## src/pkg/blp_pkg.sv

```systemverilog
package blp_pkg;
    // Interval lengths in ns; cycle counts derived at 100 ns per clock
    localparam int CLK_PERIOD_NS = 100;
    localparam int LEB_NS = 300;
    localparam int TON_MAX_NS = 25000;
    localparam int TOFF_MAX_NS = 20000;
    localparam int SC_DET_NS = 5000000;
    // Least time rounds up
    localparam int LEB_CYC = (LEB_NS + CLK_PERIOD_NS - 1) / CLK_PERIOD_NS;
    // Longest times round down
    localparam int TON_CYC = TON_MAX_NS / CLK_PERIOD_NS;
    localparam int TOFF_CYC = TOFF_MAX_NS / CLK_PERIOD_NS;
    localparam int SC_CYC = SC_DET_NS / CLK_PERIOD_NS;
    localparam int CNT_W = 16;
    localparam int SC_W = 24;

    typedef enum logic [2:0] {
        BLP_OFF = 3'h0,
        BLP_PRIME = 3'h1,
        BLP_ON = 3'h2,
        BLP_STROKE = 3'h3,
        BLP_HALT = 3'h4,
        BLP_LATCH = 3'h5
    } blp_state_e;

    // Analog comparator flags from the pins
    typedef struct packed {
        logic supply_start_level;
        logic supply_stop_level;
        logic supply_reset_level;
        logic backup_regulator_on_level;
        logic sense_trip_level;
        logic sense_short_level;
        logic coil_zero;
        logic valley;
        logic valley_in_range;
        logic overtemp_activate_level;
        logic overtemp_release_level;
        logic led_overtemp;
    } blp_cmp_s;

    typedef struct packed {
        logic shorted_coil_trip;
        logic output_short_trip;
        logic overtemp_trip;
        logic led_overtemp_trip;
    } blp_fault_s;
endpackage

```

## src/verilog/blp_ctrl.sv

```systemverilog
`timescale 1ns/1ns
// Behaviour
// (RULE_01) Each cycle turns the switch on; peak-current trip turns it off.
// (RULE_02) After coil current is zero, next cycle starts at a drain valley.
// (RULE_03) Valley counts only when ringing frequency and swing are in range.
// (RULE_04) Without valid valley, switch stays off until maximum off-time.
// (RULE_05) Shorted-coil and output-short faults latch until supply reset level.
// (RULE_06) Over-temperature faults halt, let supply fall, then restart.
// (RULE_07) Switching begins only when no fault condition is present.
// (RULE_08) Below stop level, stop switching and recharge from start-up source.
// (RULE_09) Sense comparators are ignored during blanking after turn-on.
// (RULE_10) Overcurrent trip acts only after blanking and ends the on stroke.
// (RULE_11) Die overtemp halts until temperature falls below release level.
// (RULE_12) Maximum on-time ends the on stroke without peak current.
// (RULE_13) Sense above 1.5 V after blanking trips latched shorted-coil fault.
// (RULE_14) Off stroke ended by maximum off-time starts short-detect timer.
// (RULE_15) Valid valley or supply below stop level clears short timer.
// (RULE_16) Cycle ended by maximum on-time clears short timer.
// (RULE_17) Short timer expiry trips latched output-short fault.
// (RULE_18) Start above start level, stop below stop level, with hysteresis.
// (RULE_19) Start-up source supplies device until other supply takes over.
// (RULE_20) Backup regulator on below its level, off above it.
// (RULE_21) Comparators synchronised; all intervals are cycle counters.
module blp_ctrl #(
    parameter int LEB_CYCLES = blp_pkg::LEB_CYC,
    parameter int TON_CYCLES = blp_pkg::TON_CYC,
    parameter int TOFF_CYCLES = blp_pkg::TOFF_CYC,
    parameter int SC_CYCLES = blp_pkg::SC_CYC
) (
    input wire logic clock,
    input wire logic rst,
    input wire blp_pkg::blp_cmp_s cmp_in,
    output logic switch_on,
    output logic startup_source_on,
    output logic backup_regulator_on,
    output blp_pkg::blp_fault_s fault,
    output logic running
);
    localparam int CW = blp_pkg::CNT_W;
    localparam int SW = blp_pkg::SC_W;
    localparam int NC = $bits(blp_pkg::blp_cmp_s);

    // Three-stage synchroniser; changes accepted when stages 2 and 3 agree
    logic [NC-1:0] s1_reg, s2_reg, s3_reg, flt_reg;
    logic [NC-1:0] s1_next, s2_next, s3_next, flt_next;
    blp_pkg::blp_cmp_s c;

    always_comb begin
        s1_next = cmp_in;
        s2_next = s1_reg;
        s3_next = s2_reg;
        flt_next = flt_reg;
        for (int i = 0; i < NC; i++) begin
            if (s2_reg[i] == s3_reg[i]) begin
                flt_next[i] = s3_reg[i];
            end
        end
    end

    always_ff @(posedge clock) begin
        if (rst) begin
            s1_reg <= '0;
            s2_reg <= '0;
            s3_reg <= '0;
            flt_reg <= '0;
        end else begin
            s1_reg <= s1_next;
            s2_reg <= s2_next;
            s3_reg <= s3_next;
            flt_reg <= flt_next;
        end
    end

    assign c = flt_reg; // see (RULE_21)

    blp_pkg::blp_state_e state_reg, state_next;
    logic [CW-1:0] cnt_reg, cnt_next;
    logic [SW-1:0] sc_reg, sc_next;
    logic sc_run_reg, sc_run_next;
    blp_pkg::blp_fault_s flt_q_reg, flt_q_next;
    logic regon_reg, regon_next;
    logic blanked, ton_hit, toff_hit, valley_ok, any_fault;

    assign blanked = cnt_reg < CW'(LEB_CYCLES); // see (RULE_09)
    assign ton_hit = cnt_reg >= CW'(TON_CYCLES - 1); // see (RULE_12)
    assign toff_hit = cnt_reg >= CW'(TOFF_CYCLES - 1); // see (RULE_04)
    // Valley only honoured once coil current has reached zero
    assign valley_ok = c.coil_zero && c.valley
        && c.valley_in_range; // see (RULE_02) see (RULE_03)
    assign any_fault = |flt_q_reg;

    always_comb begin
        state_next = state_reg;
        cnt_next = cnt_reg;
        sc_next = sc_reg;
        sc_run_next = sc_run_reg;
        flt_q_next = flt_q_reg;
        regon_next = regon_reg;
        // Regulator level has its own hysteresis in the analog comparator
        regon_next = c.backup_regulator_on_level; // see (RULE_20)
        if (sc_run_reg) begin
            sc_next = sc_reg + SW'(1);
        end
        if (c.overtemp_activate_level) begin
            flt_q_next.overtemp_trip = 1'b1; // see (RULE_11)
        end
        if (c.led_overtemp) begin
            flt_q_next.led_overtemp_trip = 1'b1; // see (RULE_06)
        end
        case (state_reg)
            blp_pkg::BLP_OFF: begin
                cnt_next = '0;
                // Die overtemp clears only below release threshold
                if (c.overtemp_release_level) begin
                    flt_q_next.overtemp_trip = 1'b0; // see (RULE_11)
                end
                if (!c.led_overtemp) begin
                    flt_q_next.led_overtemp_trip = 1'b0;
                end
                if (c.supply_start_level && !any_fault) begin
                    state_next = blp_pkg::BLP_ON; // see (RULE_07) see (RULE_18)
                end
            end
            blp_pkg::BLP_ON: begin
                cnt_next = cnt_reg + CW'(1); // see (RULE_01)
                if (!blanked && c.sense_short_level) begin
                    flt_q_next.shorted_coil_trip = 1'b1; // see (RULE_13)
                    state_next = blp_pkg::BLP_LATCH; // see (RULE_05)
                end else if (!blanked && c.sense_trip_level) begin
                    state_next = blp_pkg::BLP_STROKE; // see (RULE_10)
                    cnt_next = '0;
                end else if (ton_hit) begin
                    state_next = blp_pkg::BLP_STROKE; // see (RULE_12)
                    cnt_next = '0;
                    sc_run_next = 1'b0; // see (RULE_16)
                    sc_next = '0;
                end
            end
            blp_pkg::BLP_STROKE: begin
                cnt_next = cnt_reg + CW'(1);
                if (valley_ok) begin
                    state_next = blp_pkg::BLP_ON; // see (RULE_02)
                    cnt_next = '0;
                    sc_run_next = 1'b0; // see (RULE_15)
                    sc_next = '0;
                end else if (toff_hit) begin
                    state_next = blp_pkg::BLP_ON; // see (RULE_04)
                    cnt_next = '0;
                    sc_run_next = 1'b1; // see (RULE_14)
                end
            end
            blp_pkg::BLP_LATCH: begin
                cnt_next = '0;
                if (c.supply_reset_level) begin
                    flt_q_next.shorted_coil_trip = 1'b0; // see (RULE_05)
                    flt_q_next.output_short_trip = 1'b0;
                    state_next = blp_pkg::BLP_OFF;
                end
            end
            default: begin
                state_next = blp_pkg::BLP_OFF;
                cnt_next = '0;
            end
        endcase
        // Expiry checked after the case so a stroke change cannot undo it
        if (sc_run_reg && sc_reg >= SW'(SC_CYCLES - 1)) begin
            flt_q_next.output_short_trip = 1'b1; // see (RULE_17)
            sc_run_next = 1'b0;
            sc_next = '0;
            state_next = blp_pkg::BLP_LATCH;
        end
        // Temperature faults halt and restart; a latch must never be lost
        if ((state_reg == blp_pkg::BLP_ON || state_reg == blp_pkg::BLP_STROKE)
            && state_next != blp_pkg::BLP_LATCH
            && (flt_q_next.overtemp_trip
            || flt_q_next.led_overtemp_trip)) begin
            state_next = blp_pkg::BLP_OFF; // see (RULE_06)
            cnt_next = '0;
        end
        // Undervoltage overrides all except a held or newly entered latch
        if (c.supply_stop_level && state_reg != blp_pkg::BLP_LATCH
            && state_next != blp_pkg::BLP_LATCH) begin
            state_next = blp_pkg::BLP_OFF; // see (RULE_08) see (RULE_18)
            cnt_next = '0;
        end
        if (c.supply_stop_level) begin
            sc_run_next = 1'b0; // see (RULE_15)
            sc_next = '0;
        end
    end

    always_ff @(posedge clock) begin
        if (rst) begin
            state_reg <= blp_pkg::BLP_OFF;
            cnt_reg <= '0;
            sc_reg <= '0;
            sc_run_reg <= 1'b0;
            flt_q_reg <= '0;
            regon_reg <= 1'b0;
        end else begin
            state_reg <= state_next;
            cnt_reg <= cnt_next;
            sc_reg <= sc_next;
            sc_run_reg <= sc_run_next;
            flt_q_reg <= flt_q_next;
            regon_reg <= regon_next;
        end
    end

    assign switch_on = state_reg == blp_pkg::BLP_ON;
    // Start-up source recharges supply only in the off state, not in the latch
    assign startup_source_on = state_reg == blp_pkg::BLP_OFF; // see (RULE_19)
    assign backup_regulator_on = regon_reg;
    assign fault = flt_q_reg;
    assign running = state_reg == blp_pkg::BLP_ON
        || state_reg == blp_pkg::BLP_STROKE;
endmodule

```

## config.mk

```make
export PLATFORM = sky130hd
export DESIGN_NAME = blp_ctrl
export DESIGN_NICKNAME = d
export VERILOG_FILES = /design/src/pkg/blp_pkg.sv /design/src/verilog/blp_ctrl.sv
export SDC_FILE = /design/constraint.sdc
export NUM_CORES = 1
export LEC_CHECK = 0
export BUFFER_PORTS_ARGS = -buffer_cell sky130_fd_sc_hd__buf_2
export CORE_AREA = 3 3 126 128
export CTS_BUF_LIST = sky130_fd_sc_hd__clkbuf_4
export DETAILED_ROUTE_END_ITERATION = 16
export DIE_AREA = 0 0 129 131
export SYNTH_ARGS = -nofsm -noshare
export SYNTH_HDL_FRONTEND = slang
export SYNTH_SLANG_ARGS = --single-unit
```

## constraint.sdc

```tcl
create_clock -name clock -period 2.1 [get_ports clock]
set_input_delay 0.525 -clock clock [delete_from_list [all_inputs] [get_ports clock]]
set_output_delay 0.525 -clock clock [all_outputs]
set_load 0.01 [all_outputs]
```

==> flow_summary.ini, run 1 <==
[run_status]
outcome = finished, violations left
violations = negative setup slack

[placement]
placed_cell_area_um2 = 4250
port_buffers = 21
detailedPlacementHpwl_mm = 5.05
placed_cells = 622
gp_congestion = 0.793

[clock_network]
worstSkewPairLatency_ps = 450
clk_path_buf_depth = 2
numCtsBuffers = 9
cts_tree = yes
htree_num_levels = 3
clkTransAtPathRegs_ps = 170
clock-sinks = 97
clockRootBuffer = clkbuf_4

[power_and_ir_drop]
p_clk_frac = 0.329
peakVddDrop_v = 0.000439
power_density_nw_per_um2 = 649
switching_share = 0.250
finalPower_mw = 2.92
p_sw_mw = 0.731
p_int_mw = 2.19
comb_power_share = 0.027
p_leak_nw = 1.61
pwr-share-seq = 0.644

[synthesis]
synth_top_cell_area_share = 0.525
syn_area_um2 = 3700
synth_seq_cells = 97
synth_nets = 410
synth-async-reset-ratio = 0
synthCells = 392
syn_area_per_cell_um2 = 9.44
synth_edf_count = 0
synth_top_area_cell = dfxtp_1
synthFlopType = dfxtp_1
yosysWarnings = 0
yosys-top-cells-count = dfxtp_1, nor2_1, nor2b_1
synth_seq_area_share = 0.525
synth_area_leaders = dfxtp_1, nor2b_1, xnor2_1, nor2_1, nor3_1
post-synth-top-count-cell = dfxtp_1
synth_cell_types = 45

[timing]
hold_viol_final = 0
max_clock_freq_mhz = 451
maxSlewViolCount = 0
skew_ps = 25.9
finalCritPeriodShare = 1.06
setup_violations = 40
worstMarginPinSlew_ps = 547
rsz0062_at_grt = yes
fin_crit_ps = 2220
whs_ps = 268
worst_slack_ps = -119
slew_headroom = 0.632

[worst_setup_path]
slowest_delay_ps = 570
arrival_ps = 2610
crit_path_max_fanout = 24
critPathKind = flop to flop
rrSetupSlack_ps = -120
crit_required_ps = 2490
reg2reg_from = cnt_reg[13]
worstPathCellList = or4_4, or2_4, o31a_1, a2111o_1, buf_12, nor2_2
startpoint_type = flop
cp-end-kind = flop
critPathSlowestCell = or4_4
r2r_cells = 6
cp_num_buf_inv = 1
r2r-end = sc_reg[4]
crit_family = simple AND/OR/NAND/NOR gates

[global_routing]
grt_pass1_wl_mm = 12.3
grt_antenna_before_repair = 0
grt_pass1_vias = 2798
grt_overflow = 0
grt_max_degree = 39
grt_usage = 0.0875

[min_path]
min_to = s1_reg[10]
hp-start = cmp_in[10]
whs_path_depth = 2
hp-class = primary input to flop

[floorplan]
die_area_um2 = 16900
die_x_um = 129
ios = 22
die-height_um = 131
start_util = 0.247
fp-row-count = 45
core_um2 = 15000

[drt]
ant_nets = 0
wl_per_cell_um = 11.1
drc_errors = 0
drtIter0Drc = 55
post_drt_via_cell_ratio = 4.42
wl_mm = 7.08
first_pass_iters = 4
vias = 2824

[final_layout]
drive_above_1_share = 0.217
diodes = 0
design_area_um2 = 4500
syn2layout_area_growth_pct = 21.5
final_cells = 639
fin_util = 0.300
final_nets = 464
largest_reg_flops = 24

[job]
cap_violations = 0
==> routing by layer <==
metal	track usage	up-vias	part of all wire
met2	0.153	30	0.50
li1	-	1476	-
met4	0.0266	0	0.0058
met5	0	-	0
met1	0.103	1311	0.47
met3	0.0280	7	0.029
==> cell families (layout without fill, tap and decap cells) <==
kind of cell,count (synthesis),after routing,synth area share
compound gates,57,57,0.0998
xor+xnor,30,30,0.0710
fa+ha+maj,4,4,0.0135
buf+inv,18,77,0.0254
flops,97,97,0.525
mux,1,1,0.00271
simple gates,185,185,0.263
==> placed cells by master (no fill, tap or decap), types with 2 or more instances in the layout <==
| cell type | n |
|---|---|
| a211oi_1 | 4 |
| buf_4 | 30 |
| nor3_2 | 9 |
| or4_1 | 3 |
| dfxtp_1 | 94 |
| nor3b_1 | 2 |
| clkbuf_4 | 9 |
| a41oi_1 | 2 |
| xnor2_1 | 19 |
| nor2b_1 | 40 |
| inv_6 | 3 |
| inv_8 | 2 |
| nor2_1 | 41 |
| or4_4 | 3 |
| nor3_1 | 14 |
| and4_1 | 3 |
| dfxtp_2 | 3 |
| nor4_1 | 10 |
| nand2_1 | 29 |
| o31ai_1 | 2 |
| a31oi_1 | 2 |
| and3_1 | 4 |
| ha_1 | 3 |
| buf_2 | 20 |
| xor2_1 | 11 |
| o31a_1 | 2 |
| o21ai_0 | 14 |
| or3_1 | 3 |
| a21oi_1 | 19 |
| buf_12 | 2 |
| buf_6 | 3 |
| nand4_1 | 6 |
| inv_1 | 5 |
| nand3_1 | 11 |
==> repair_timing <==
item / in CTS / in global routing
pin swaps: 0 / 1
hold endpoints to repair: 0 / 0
endpoints found under the setup margin: 43 / 43
hold buffers: 0 / 0
gates resized for setup: 12 / 11
buffers inserted: 0 / 1
==> how the worst max path moves through the flow <==
stage	startpoint	end	slack, ps	depth (start not counted)
floorplan	cnt_reg[13]	sc_reg[21]	-50	6
CTS	cnt_reg[13]	sc_reg[4]	-110	6
global route	cnt_reg[13]	sc_reg[19]	-190	6
detailed placement	cnt_reg[13]	sc_reg[4]	-120	6
finish	cnt_reg[13]	sc_reg[4]	-120	6
global placement	cnt_reg[13]	cnt_reg[9]	-40	6
==> area by class of cell <==
| cell class | count | area, um2 |
|---|---|---|
| Fill cell | 1571 | 10500 |
| Sequential cell | 97 | 1950 |
| Multi-Input combinational cell | 277 | 1760 |
| Timing Repair Buffer | 55 | 399 |
| Tap cell | 188 | 235 |
| Clock inverter | 7 | 70.1 |
| Clock buffer | 9 | 67.6 |
| Inverter | 6 | 22.5 |
==> power groups by stage <==
stage | logic, mW | clock network [mW] | registers, mW
after floorplan | 0.0511 | 0 | 1.92
after global placement | 0.0744 | 0 | 1.92
after detailed placement | 0.0770 | 0 | 1.92
after CTS | 0.0788 | 0.996 | 1.88
after global routing | 0.0905 | 1.07 | 1.88
final | 0.0800 | 0.961 | 1.88
==> through the flow <==
| step | setup TNS, ps | setup WS [ps] |
|---|---|---|
| floorplan | -1310 | -47.7 |
| global placement | -464 | -39.2 |
| detailed placement | -1980 | -116 |
| CTS | -2670 | -112 |
| global route | -5890 | -194 |
| finish | -3230 | -119 |
No activity file was read; power rests on OpenSTA's default activity.
==> inputs of run 2 (changes only) <==
--- a/config.mk
+++ b/config.mk
@@ -6,10 +6,12 @@
 export NUM_CORES = 1
 export LEC_CHECK = 0
 export BUFFER_PORTS_ARGS = -buffer_cell sky130_fd_sc_hd__buf_2
-export CORE_AREA = 3 3 126 128
+export CAP_MARGIN = 20
+export CORE_AREA = 3 3 116 73
 export CTS_BUF_LIST = sky130_fd_sc_hd__clkbuf_4
 export DETAILED_ROUTE_END_ITERATION = 16
-export DIE_AREA = 0 0 129 131
+export DIE_AREA = 0 0 119 76
+export PLACE_DENSITY = 0.69
 export SYNTH_ARGS = -nofsm -noshare
 export SYNTH_HDL_FRONTEND = slang
 export SYNTH_SLANG_ARGS = --single-unit
==> flow_summary.ini, run 2 (same netlist as run 1, synthesis figures left out) <==
[drt]
post_drt_via_cell_ratio = 5.26
wl_mm = 8.00
wl_per_cell_um = 14.2
drc_errors = 0
vias = 2960
drtIter0Drc = 181
ant_nets = 0
first_pass_iters = 5

[power_and_ir_drop]
switching_share = 0.231
p_sw_mw = 0.694
p_int_mw = 2.30
pwr-share-seq = 0.627
power_density_nw_per_um2 = 648
comb_power_share = 0.035
p_clk_frac = 0.337
peakVddDrop_v = 0.000522
p_leak_nw = 1.69

[global_routing]
grt_use_met1 = 0.241
grt_antenna_before_repair = 0
grt_pass1_vias = 2815
use_met2 = 0.280
grtUsageMet3 = 0.0542
grt_overflow = 0
grt_pass1_wl_mm = 13.2
grt_max_degree = 41
grt_usage = 0.180
top_usage_layer = met2

[floorplan]
die_area_um2 = 9040
core_um2 = 7360
die-height_um = 76
ios = 22
start_util = 0.503
fp-row-count = 24
die_x_um = 119

[timing]
fin_crit_ps = 2230
rsz0062_at_grt = yes
setup_violations = 42
whs_ps = 283
skew_ps = 18.7
slew_headroom = 0.606
maxSlewViolCount = 0
worstMarginPinSlew_ps = 586
max_clock_freq_mhz = 448
finalCritPeriodShare = 1.06
hold_viol_final = 0
worst_slack_ps = -133

[clock_network]
worstSkewPairLatency_ps = 450
clockRootBuffer = clkbuf_4
clk_path_buf_depth = 2
clock-sinks = 97
cts_tree = yes
htree_num_levels = 3
numCtsBuffers = 9
hold_buffers = 0
clkTransAtPathRegs_ps = 150

[worst_setup_path]
crit_path_max_fanout = 5
reg2reg_from = cnt_reg[11]
cp-end-kind = flop
crit_required_ps = 2450
startpoint_type = flop
critPathKind = flop to flop
arrival_ps = 2580
startpoint = cnt_reg[11]

[run_status]
outcome = finished, violations left
violations = negative setup slack

[placement]
port_buffers = 21
detailedPlacementHpwl_mm = 5.23
placed_cell_area_um2 = 4120
gp_congestion = 0.842

[final_layout]
drive_above_1_share = 0.248
fillCellCount = 588
mostFrequentLayoutCell = dfxtp_1
largest_reg_flops = 24
final_nets = 472
diodes = 0
syn2layout_area_growth_pct = 25.0
layout_common_cells = dfxtp_1, nor2_1, nor2b_1
design_area_um2 = 4620

[min_path]
hp-start = cmp_in[7]
hp-class = primary input to flop

[job]
cap_violations = 0
==> run 2: routing by layer <==
layer,share of wire,vias up
li1,-,1500
met1,0.48,1367
met2,0.45,79
met3,0.056,14
met4,0.014,0
met5,0,-
==> run 2: stage by stage <==
stage	worst slack, ps	util	TNS [ps]	instances	total power, mW
final	-133	0.629	-3670	563	3.00
after global routing	-191	0.629	-6040	563	3.14
after CTS	-120	0.602	-3710	558	3.03
after detailed placement	-212	0.560	-4450	535	2.00
after global placement	-134	0.560	-2880	535	1.99
after floorplan	-47.7	-	-1310	392	1.97
==> run 2: final timing paths <==
kind	endpoint	slack, ps	cells after the start
max	cnt_reg[14]	-130	9
min	s1_reg[7]	280	2
max reg2reg	cnt_reg[14]	-130	9
min reg2reg	s2_reg[9]	450	1
==> run 2: final cells by class <==
cell class                 instances  area (um2)  area share
timing repair buffer              63         532       0.115
multi-input combinational        277        1850       0.399
sequential                        97        1950       0.421
inverter                           6        25.0     0.00541
clock inverter                     7        77.6      0.0168
clock buffer                       9        67.6      0.0146
tap                              104         130      0.0281
==> run 2: what timing repair did <==
item	4_1_cts	5_1_grt
resized for setup	11	33
gates cloned	2	0
setup buffers	5	7
pin swaps	0	10
endpoints found under the setup margin	42	45
==> run 2: power groups by stage <==
| stage | Sequential, mW | Clock, mW | Combinational, mW |
|---|---|---|---|
| final | 1.88 | 1.01 | 0.106 |
| after global routing | 1.88 | 1.14 | 0.116 |
| after CTS | 1.88 | 1.05 | 0.101 |
| after detailed placement | 1.92 | 0 | 0.0775 |
| after global placement | 1.92 | 0 | 0.0752 |
| after floorplan | 1.92 | 0 | 0.0511 |
==> run 2: worst max-delay path: stages, from the launching register on <==
cell and delay, ps:
dfxtp_2 350, or4_4 570, o41ai_4 420, buf_4 200
o21ai_4 60, o21bai_4 140, buf_6 140, buf_12 100
buf_12 100, nor3_1 50
